[config.mk]
export PLATFORM = sky130hd
export DESIGN_NAME = cas_alert_regs
export DESIGN_NICKNAME = d
export VERILOG_FILES = /design/src/rtl/cas_pkg.sv /design/src/rtl/cas_cmp_if.sv /design/src/rtl/cas_compare.sv /design/src/rtl/cas_alert_regs.sv
export SDC_FILE = /design/constraint.sdc
export NUM_CORES = 1
export LEC_CHECK = 0
export BUFFER_PORTS_ARGS = -buffer_cell sky130_fd_sc_hd__buf_2
export CAP_MARGIN = 20
export CORE_ASPECT_RATIO = 0.7
export CORE_MARGIN = 2
export CORE_UTILIZATION = 50
export CTS_CLUSTER_DIAMETER = 200
export CTS_CLUSTER_SIZE = 25
export DETAILED_ROUTE_END_ITERATION = 10
export PLACE_DENSITY = 0.82
export SLEW_MARGIN = 10
export SYNTH_ARGS = -nofsm -noshare
export SYNTH_HDL_FRONTEND = slang
export SYNTH_SLANG_ARGS = --single-unit
[constraint.sdc]
create_clock -name sys_clk_in -period 1.68 [get_ports sys_clk_in]
set_input_delay 0.168 -clock sys_clk_in [delete_from_list [all_inputs] [get_ports sys_clk_in]]
set_output_delay 0.168 -clock sys_clk_in [all_outputs]
set_load 0.05 [all_outputs]
[src/rtl/cas_pkg.sv]
/*
 * Constants, register map and field layout of the cell alert status
 * register bank. Assumes one 10 MHz system clock and an internal register
 * port that carries a one-cycle read or write strobe with a 5-bit address.
 */
// Operation
// - General status bits fifteen to two read as zero and writes to them are dropped.
// - General status bit one is set when the second auxiliary input is past a temperature limit.
// - General status bit zero is set when the first auxiliary input is past a temperature limit.
// - An auxiliary fault flag clears itself when a later measurement shows no fault.
// - A software write of one to an auxiliary fault flag leaves it unchanged.
// - The summary register holds one alert flag per cell in bits eleven to zero, cell one at bit zero.
// - Each summary bit is the OR of the matching overvoltage and undervoltage bits.
// - Summary bits fifteen to twelve read as zero and ignore writes.
// - The overvoltage register sets a cell's bit when its measurement exceeds the overvoltage limit.
// - Every per-cell alert bit returns to zero once its condition is gone.
// - Overvoltage register bits fifteen to twelve read as zero and ignore writes.
// - Over-temperature is a reading below its threshold, under-temperature a reading above its threshold.
// - The undervoltage register sets a cell's bit when its measurement is below the undervoltage limit; here it has no read address.
package cas_pkg;

    // ==========================================================
    // Geometry
    localparam int unsigned NUM_CELLS   = 12;
    localparam int unsigned DATA_W      = 12;
    localparam int unsigned REG_W       = 16;
    localparam int unsigned ADDR_W      = 5;

    // ==========================================================
    // Register offsets
    localparam logic [ADDR_W-1:0] ADDR_GENERAL_STATUS  = 5'h02;
    localparam logic [ADDR_W-1:0] ADDR_ALERT_SUMMARY   = 5'h03;
    localparam logic [ADDR_W-1:0] ADDR_OV_ALERT        = 5'h04;

    // ==========================================================
    // Field positions
    localparam int unsigned BIT_AUX_A_FAULT = 0;
    localparam int unsigned BIT_AUX_B_FAULT = 1;
    localparam int unsigned CELL_MSB        = 11;

    // ==========================================================
    // Reset values
    localparam logic [NUM_CELLS-1:0] CELL_FLAGS_RESET = 12'h000;
    localparam logic [1:0]           AUX_FLAGS_RESET  = 2'h0;
    localparam logic [REG_W-1:0]     READ_DATA_RESET  = 16'h0000;

endpackage

[src/rtl/cas_cmp_if.sv]
/*
 * Carrier between the top and the comparator: raw measurements and
 * limits in, raw comparison results out. Same clock domain on both ends.
 */
`timescale 1ns/1ns
`default_nettype none
interface cas_cmp_if;
    import cas_pkg::*;

    logic [NUM_CELLS*DATA_W-1:0] cell_data;
    logic [DATA_W-1:0]           ov_limit;
    logic [DATA_W-1:0]           uv_limit;
    logic [DATA_W-1:0]           aux_a;
    logic [DATA_W-1:0]           aux_b;
    logic [DATA_W-1:0]           ot_limit;
    logic [DATA_W-1:0]           ut_limit;
    logic [NUM_CELLS-1:0]        ov_hit;
    logic [NUM_CELLS-1:0]        uv_hit;
    logic [1:0]                  aux_hit;

    modport top (output cell_data, ov_limit, uv_limit, aux_a, aux_b,
                 ot_limit, ut_limit, input ov_hit, uv_hit, aux_hit);
    modport cmp (input cell_data, ov_limit, uv_limit, aux_a, aux_b,
                 ot_limit, ut_limit, output ov_hit, uv_hit, aux_hit);
endinterface
`default_nettype wire

[src/rtl/cas_compare.sv]
/*
 * Purely combinational threshold comparison of one scan's results.
 * Assumes inputs are stable while the scan-done strobe is high.
 */
`timescale 1ns/1ns
`default_nettype none
module cas_compare
    import cas_pkg::*;
(
    cas_cmp_if.cmp cmp
);
    always_comb
    begin
        for (int i = 0; i < NUM_CELLS; i++)
        begin
            cmp.ov_hit[i] = cmp.cell_data[i*DATA_W +: DATA_W] > cmp.ov_limit;
            cmp.uv_hit[i] = cmp.cell_data[i*DATA_W +: DATA_W] < cmp.uv_limit;
        end
        // NTC thermistor: hot means a low reading, cold a high one
        cmp.aux_hit[BIT_AUX_A_FAULT] = (cmp.aux_a < cmp.ot_limit)
                                     | (cmp.aux_a > cmp.ut_limit);
        cmp.aux_hit[BIT_AUX_B_FAULT] = (cmp.aux_b < cmp.ot_limit)
                                     | (cmp.aux_b > cmp.ut_limit);
    end
endmodule
`default_nettype wire

[src/rtl/cas_alert_regs.sv]
/*
 * Top of the cell alert status register bank: flags updated at each scan
 * completion, all but the undervoltage flags read through the internal register port.
 * Assumes scan results come from logic on sys_clk_in, so they need no
 * synchroniser, and that the register port strobes last one cycle.
 */
`timescale 1ns/1ns
`default_nettype none
module cas_alert_regs
    import cas_pkg::*;
(
    // Clock and reset
    input  wire logic                        sys_clk_in,
    input  wire logic                        rst_n_in,
    // Scan results
    input  wire logic                        scan_done_in,
    input  wire logic [NUM_CELLS*DATA_W-1:0] cell_data_in,
    input  wire logic [DATA_W-1:0]           aux_input_a_in,
    input  wire logic [DATA_W-1:0]           aux_input_b_in,
    // Limits
    input  wire logic [DATA_W-1:0]           ov_limit_in,
    input  wire logic [DATA_W-1:0]           uv_limit_in,
    input  wire logic [DATA_W-1:0]           over_temp_threshold_in,
    input  wire logic [DATA_W-1:0]           under_temp_threshold_in,
    // Register port
    input  wire logic                        reg_rd_in,
    input  wire logic                        reg_wr_in,
    input  wire logic [ADDR_W-1:0]           reg_addr_in,
    input  wire logic [REG_W-1:0]            reg_wdata_in,
    output logic      [REG_W-1:0]            reg_rdata_out,
    output logic                             reg_rvalid_out,
    // Flag views
    output logic      [NUM_CELLS-1:0]        per_cell_overvoltage_alert_out,
    output logic      [NUM_CELLS-1:0]        per_cell_undervoltage_alert_out,
    output logic      [NUM_CELLS-1:0]        per_cell_alert_summary_out,
    output logic                             aux_input_a_fault_out,
    output logic                             aux_input_b_fault_out
);
    cas_cmp_if cmp_bus();

    logic [NUM_CELLS-1:0] ov_flags;
    logic [NUM_CELLS-1:0] uv_flags;
    logic [NUM_CELLS-1:0] sum_flags;
    logic [1:0]           aux_flags;
    logic [NUM_CELLS-1:0] next_ov_flags;
    logic [NUM_CELLS-1:0] next_uv_flags;
    logic [NUM_CELLS-1:0] next_sum_flags;
    logic [1:0]           next_aux_flags;
    logic [REG_W-1:0]     rdata;
    logic                 rvalid;
    logic [REG_W-1:0]     next_rdata;
    logic                 next_rvalid;

    assign cmp_bus.cell_data = cell_data_in;
    assign cmp_bus.ov_limit  = ov_limit_in;
    assign cmp_bus.uv_limit  = uv_limit_in;
    assign cmp_bus.aux_a     = aux_input_a_in;
    assign cmp_bus.aux_b     = aux_input_b_in;
    assign cmp_bus.ot_limit  = over_temp_threshold_in;
    assign cmp_bus.ut_limit  = under_temp_threshold_in;

    cas_compare u_compare
    (
        .cmp (cmp_bus.cmp)
    );

    // ==========================================================
    // Alert flags
    // Flags mirror the last completed scan only; nothing latches, so a
    // transient fault shorter than one scan is never seen.
    always_comb
    begin
        next_ov_flags  = ov_flags;
        next_uv_flags  = uv_flags;
        next_sum_flags = sum_flags;
        next_aux_flags = aux_flags;
        if (scan_done_in)
        begin
            next_ov_flags  = cmp_bus.ov_hit;
            next_uv_flags  = cmp_bus.uv_hit;
            next_sum_flags = cmp_bus.ov_hit | cmp_bus.uv_hit;
            next_aux_flags = cmp_bus.aux_hit;
        end
        // Writes never reach the flags: no term of reg_wdata_in above
    end

    always_ff @(posedge sys_clk_in or negedge rst_n_in)
    begin
        if (!rst_n_in)
        begin
            ov_flags  <= CELL_FLAGS_RESET;
            uv_flags  <= CELL_FLAGS_RESET;
            sum_flags <= CELL_FLAGS_RESET;
            aux_flags <= AUX_FLAGS_RESET;
        end
        else
        begin
            ov_flags  <= next_ov_flags;
            uv_flags  <= next_uv_flags;
            sum_flags <= next_sum_flags;
            aux_flags <= next_aux_flags;
        end
    end

    // ==========================================================
    // Register read port
    // Only the bits owned here are driven on general status; upper bits
    // belong to other logic and read zero from this bank.
    always_comb
    begin
        next_rdata  = rdata;
        next_rvalid = 1'b0;
        if (reg_rd_in && !reg_wr_in)
        begin
            next_rvalid = 1'b1;
            next_rdata  = READ_DATA_RESET;
            unique case (reg_addr_in)
                ADDR_GENERAL_STATUS:
                begin
                    next_rdata[BIT_AUX_B_FAULT] = aux_flags[BIT_AUX_B_FAULT];
                    next_rdata[BIT_AUX_A_FAULT] = aux_flags[BIT_AUX_A_FAULT];
                end
                ADDR_ALERT_SUMMARY:
                    next_rdata[CELL_MSB:0] = sum_flags;
                ADDR_OV_ALERT:
                    next_rdata[CELL_MSB:0] = ov_flags;
                default:
                    next_rdata = READ_DATA_RESET;
            endcase
        end
    end

    always_ff @(posedge sys_clk_in or negedge rst_n_in)
    begin
        if (!rst_n_in)
        begin
            rdata  <= READ_DATA_RESET;
            rvalid <= 1'b0;
        end
        else
        begin
            rdata  <= next_rdata;
            rvalid <= next_rvalid;
        end
    end

    assign reg_rdata_out                   = rdata;
    assign reg_rvalid_out                  = rvalid;
    assign per_cell_overvoltage_alert_out  = ov_flags;
    assign per_cell_undervoltage_alert_out = uv_flags;
    assign per_cell_alert_summary_out      = sum_flags;
    assign aux_input_a_fault_out           = aux_flags[BIT_AUX_A_FAULT];
    assign aux_input_b_fault_out           = aux_flags[BIT_AUX_B_FAULT];
endmodule
`default_nettype wire

# Word level (Yosys, flattened, before mapping)
# Cells that the tools add are included.
[classes]
n_lt_le_gt_ge = 28
n_eq_ne = 3
n_mux = 3
bitwise = 3
reduce_logical = 2
[ops]
columns = ["op", "count"]
rows = [
  ["$gt 12x12->1", 14],
  ["$lt 12x12->1", 14],
  ["$pmux 10 s2", 1],
  ["$or 12x12->12", 1],
  ["$eq 5x2->1 const B", 2],
  ["$pmux 2 s3", 1],
  ["$eq 5x3->1 const B", 1],
  ["$or 1x1->1", 2],
  ["$logic_and 1x1->1", 1],
  ["$logic_not 1->1", 1],
  ["$mux 1", 1],
]
[word_totals]
ff_bits = 51
input_bits = 242
output_inout_bits = 55
word_cells = 45

# Logic depth before layout (Yosys ltp)
[logic_depth]
ltp_word = 3
mapped_depth = 7
ltp_nobuf = 7

# Hierarchy
# A second synthesis with hierarchy kept.
[hier_totals]
hier_cells = 986
hier_area_um2 = 9218.8
[modules_own_cells]
columns = ["mod", "n_inst", "cells_per_inst", "area_each_um2"]
rows = [
  ["cas_compare", 1, 815, 7135.6],
  ["cas_alert_regs", 1, 171, 2083.2],
]

# Worst setup path before layout
# No wires, ideal clock.
[synth_timing]
path_type = "in2reg"
from = "input ov_limit_in[1]"
to = "register sum_flags[11], in the netlist per_cell_alert_summary_out[11]"
setup_time_ps = 124
arrival_ps = 1627
required_time_ps = 1556
slack_ps = -71
cell_stages = 7
path_cell_list = "inv_1 -> ha_1 -> nor2b_1 -> o211ai_1 -> a21oi_1 -> o311a_1 -> a211o_1"
[synth_between]
elab_chain_cells = 2
[synth_lines]
columns = ["element", "line", "text"]
rows = [
  ["from (decl)", "cas_alert_regs.sv:21", "input wire logic [DATA_W-1:0] ov_limit_in,"],
  ["$gt 12x12->1", "cas_compare.sv:16", "cmp.ov_hit[i] = cmp.cell_data[i*DATA_W +: DATA_W] > cmp.ov_limit;"],
  ["$or 12x12->12", "cas_alert_regs.sv:81", "next_sum_flags = cmp_bus.ov_hit | cmp_bus.uv_hit;"],
  ["to (signal assigned)", "cas_alert_regs.sv:100", "sum_flags <= next_sum_flags;"],
  ["to (decl)", "cas_alert_regs.sv:43", "logic [NUM_CELLS-1:0] sum_flags;"],
]
# No other way between the ends.
# A chain may end at the register's enable or synchronous reset.

# Worst setup path in the final report
[layout_timing]
from = "input uv_limit_in[11]"
to = "register sum_flags[5], in the netlist per_cell_alert_summary_out[5]"
[layout_between]
elab_chain_cells = 2
[layout_lines]
columns = ["element", "line", "text"]
rows = [
  ["from (decl)", "cas_alert_regs.sv:22", "input wire logic [DATA_W-1:0] uv_limit_in,"],
  ["$lt 12x12->1", "cas_compare.sv:17", "cmp.uv_hit[i] = cmp.cell_data[i*DATA_W +: DATA_W] < cmp.uv_limit;"],
  ["$or 12x12->12", "cas_alert_regs.sv:81", ""],
]
# No other way between the ends.

==> metrics.csv <==
stage,metric,value,unit
yosys,synth_cell_types,48,
grt,grt_max_degree,28,
sta,hold_slack,185,ps
grt,grt_use_total,34.9,%
worst_setup_path,criticalPathCategory,in -> reg,
sta,period_needed,1710,ps
routing,via_per_inst,6.28,
clock_network,cts.sinks,51,
routing,num_vias,10200,
run,cap_violations,0,
hold_path,hold_class,in -> async,
floorplan,start_util,50.9,%
grt,grt_overflow,0,
placed_design,port_buffers,276,
yosys,synth-seq-cells,51,
grt,antenna_found_initial,2,
yosys,synth_top_cell_area_share,44.1,%
run_status,violations,negative setup slack,
run_status,status,"complete, but fails checks",
yosys,synth_top_cell_by_area,ha_1,
sta,rsz0062_at_grt,yes,
grt,grt_pass1_vias,9611,
yosys,ys_seq_area_share,14.0,%
pwr,finalPower,0.00654,W
routing,antenna_left,0,
floorplan,dieArea,19400,um2
worst_setup_path,reg2reg_from,per_cell_alert_summary_out[0]$_DFFE_PN0P_,
placed_design,hpwl,28100,um
routing,drt_wl_total,35300,um
clock_network,clk_pin_slew_worst_paths,70,ps
worst_setup_path,cp-start-kind,primary input,
worst_setup_path,crit_fanout,4,
floorplan,pin_count,297,
sta,report.final.slew_viol_count,0,
floorplan,die_h,117,um
worst_setup_path,rrSetupSlack,590,ps
clock_network,cts.path.max_buffers,2,
cells_and_area,final_cell_mix,"ha_1, buf_2, a21oi_1",
sta,hold_viol,0,
cells_and_area,layout.nets,1952,
yosys,ys_warn_count,0,
routing,drc,0,
clock_network,numCtsBuffers,5,
routing,firstDrtPassIters,8,
yosys,ys.flop_type,dfrtp_1,
pwr,power_leakage,6.60,nW
clock_network,htree_levels,2,
cells_and_area,drive_gt1_share,33.0,%
routing,initialDrtViolationCount,908,
worst_setup_path,setup.worst_path.end_class,register,
yosys,postSynthAreaPerCell,9.03,um2
yosys,syn-cell-area,9130,um2
clock_network,cts_tree,yes,
sta,fmax,584,MHz
pwr,powerDensity,531,nW/um2
sta,worst_slack,-32.7,ps
worst_setup_path,cp.required,1870,ps
sta,fin_tns_setup,-63.9,ps
sta,setup_viol,3,
yosys,synthTopCellsByArea,"ha_1, dfrtp_1, a21oi_1",
sta,finalClockSkew,11.7,ps
grt,grt_pass1_wl,51300,um
placed_design,placed_area,11600,um2
yosys,synth_enable_flop_cells,0,
worst_setup_path,reg2reg_depth,4,
cells_and_area,area_growth,34.8,%
worst_setup_path,crit_arrival,1910,ps
cells_and_area,design_area,12300,um2
yosys,netlist_instances,1011,
sta,finalCritPeriodShare,102,%
pwr,ir_worst_vdd,0.538,mV
cells_and_area,final_common_cell,ha_1,
yosys,async_flop_share,100,%
clock_network,clk_latency,310,ps
worst_setup_path,r2r_end,reg_rdata_out[0]$_DFFE_PN0P_,
floorplan,fp-row-count,41,
floorplan,die_width,166,um
placed_design,gp_congestion,0.983,
routing,wl_per_cell,21.7,um
floorplan,coreArea,18000,um2
clock_network,root_buffer,clkbuf_16,
[cell usage after synthesis, types with 6 or more instances]
master    instances
a211o_1          11
a211oi_1         18
a21o_1           61
a21o_2           13
a21oi_1         114
a22oi_1          10
buf_4             6
dfrtp_1          51
ha_1            322
inv_1            73
nand2_1          40
nand2b_1         12
nand4_1          66
nor2_1           34
nor2b_1          18
o211ai_1         31
o21ai_0          43
o221a_1           7
o311a_1           6
o311a_2           6
or3_1             9
[registers in the layout, indices dropped and copies added, names as in the netlist]
register,cells
per_cell_alert_summary_out,12
aux_flags,2
reg_rvalid_out,1
per_cell_overvoltage_alert_out,12
per_cell_undervoltage_alert_out,12
reg_rdata_out,12
[timing repair]
| action | in CTS | in global routing |
|---|---|---|
| endpoints found under the setup margin | 13 | 20 |
| buffers inserted | 6 | 10 |
| gates resized for setup | 6 | 48 |
| pin swaps | 3 | 50 |
| hold buffers | 1 | 0 |
| cloned | 0 | 0 |
| endpoints found under the hold margin | 51 | 0 |
[report_power, final]
group	switching, W	leakage (nW)	internal [W]
registers	0.000185	0.613	0.00141
logic	0.00232	5.91	0.00153
clock network	0.000543	0.0700	0.000560
total	0.00305	6.60	0.00349
[kinds of logic (layout without fill, tap and decap cells)]
| kind of cell | after synthesis | after routing | synth area share, % |
|---|---|---|---|
| and+or+nand+nor | 193 | 193 | 11.3 |
| AOI/OAI and AO/OA | 353 | 353 | 26.1 |
| muxes | 2 | 2 | 0.219 |
| DFF | 51 | 51 | 14.0 |
| buffers and inverters | 89 | 464 | 4.22 |
| adders and majority gates | 322 | 322 | 44.1 |
| other | 1 | 5 | 0.0411 |
[worst max-delay path, cell delays in order]
cell and delay, ps:
buf_2 110, clkinvlp_4 110, buf_6 160, buf_4 130, buf_4 150, ha_1 300, nand2_1 60, o21ai_0 80
or3_1 360, o311ai_1 270
[metrics by stage]
stage | instances | setup WS, ps | utilization (%)
detailed placement | 1600 | -403 | 64.8
global route | 1625 | -67.4 | 68.5
CTS | 1615 | -1.67 | 66.1
floorplan | 1014 | -43.5 | -
finish | 1626 | -32.7 | 68.5
global placement | 1600 | -365 | 64.8
[cell type report]
type                    count  area, um2
repair buffers            383       2470
multi-input cells         874       7820
inverters                  73        289
clock buffers               5        125
diodes                      1       2.50
well taps                 236        295
fillers                  1430       5650
clock inverters             3       25.0
flip-flops and latches     51       1280
[worst max path at each step]
stage                                from                                          to  slack (ps)
after floorplan            ov_limit_in[1]  per_cell_alert_summary_out[11]$_DFFE_PN0P_         -40
after global placement    uv_limit_in[10]   per_cell_alert_summary_out[0]$_DFFE_PN0P_        -370
after detailed placement  uv_limit_in[10]   per_cell_alert_summary_out[0]$_DFFE_PN0P_        -400
after CTS                 uv_limit_in[10]   per_cell_alert_summary_out[3]$_DFFE_PN0P_          -2
after global routing      uv_limit_in[10]   per_cell_alert_summary_out[3]$_DFFE_PN0P_         -70
final                     uv_limit_in[11]   per_cell_alert_summary_out[5]$_DFFE_PN0P_         -30
[layer usage]
metal / GRT usage [%] / up-vias / part of all wire, %
li1: - / 4733 / -
met1: 46.5 / 4735 / 42
met2: 57.4 / 610 / 43
met3: 5.81 / 139 / 10
met4: 12.8 / 2 / 4.6
met5: 0 / - / 0.037
(Power assumes the default switching activity.)
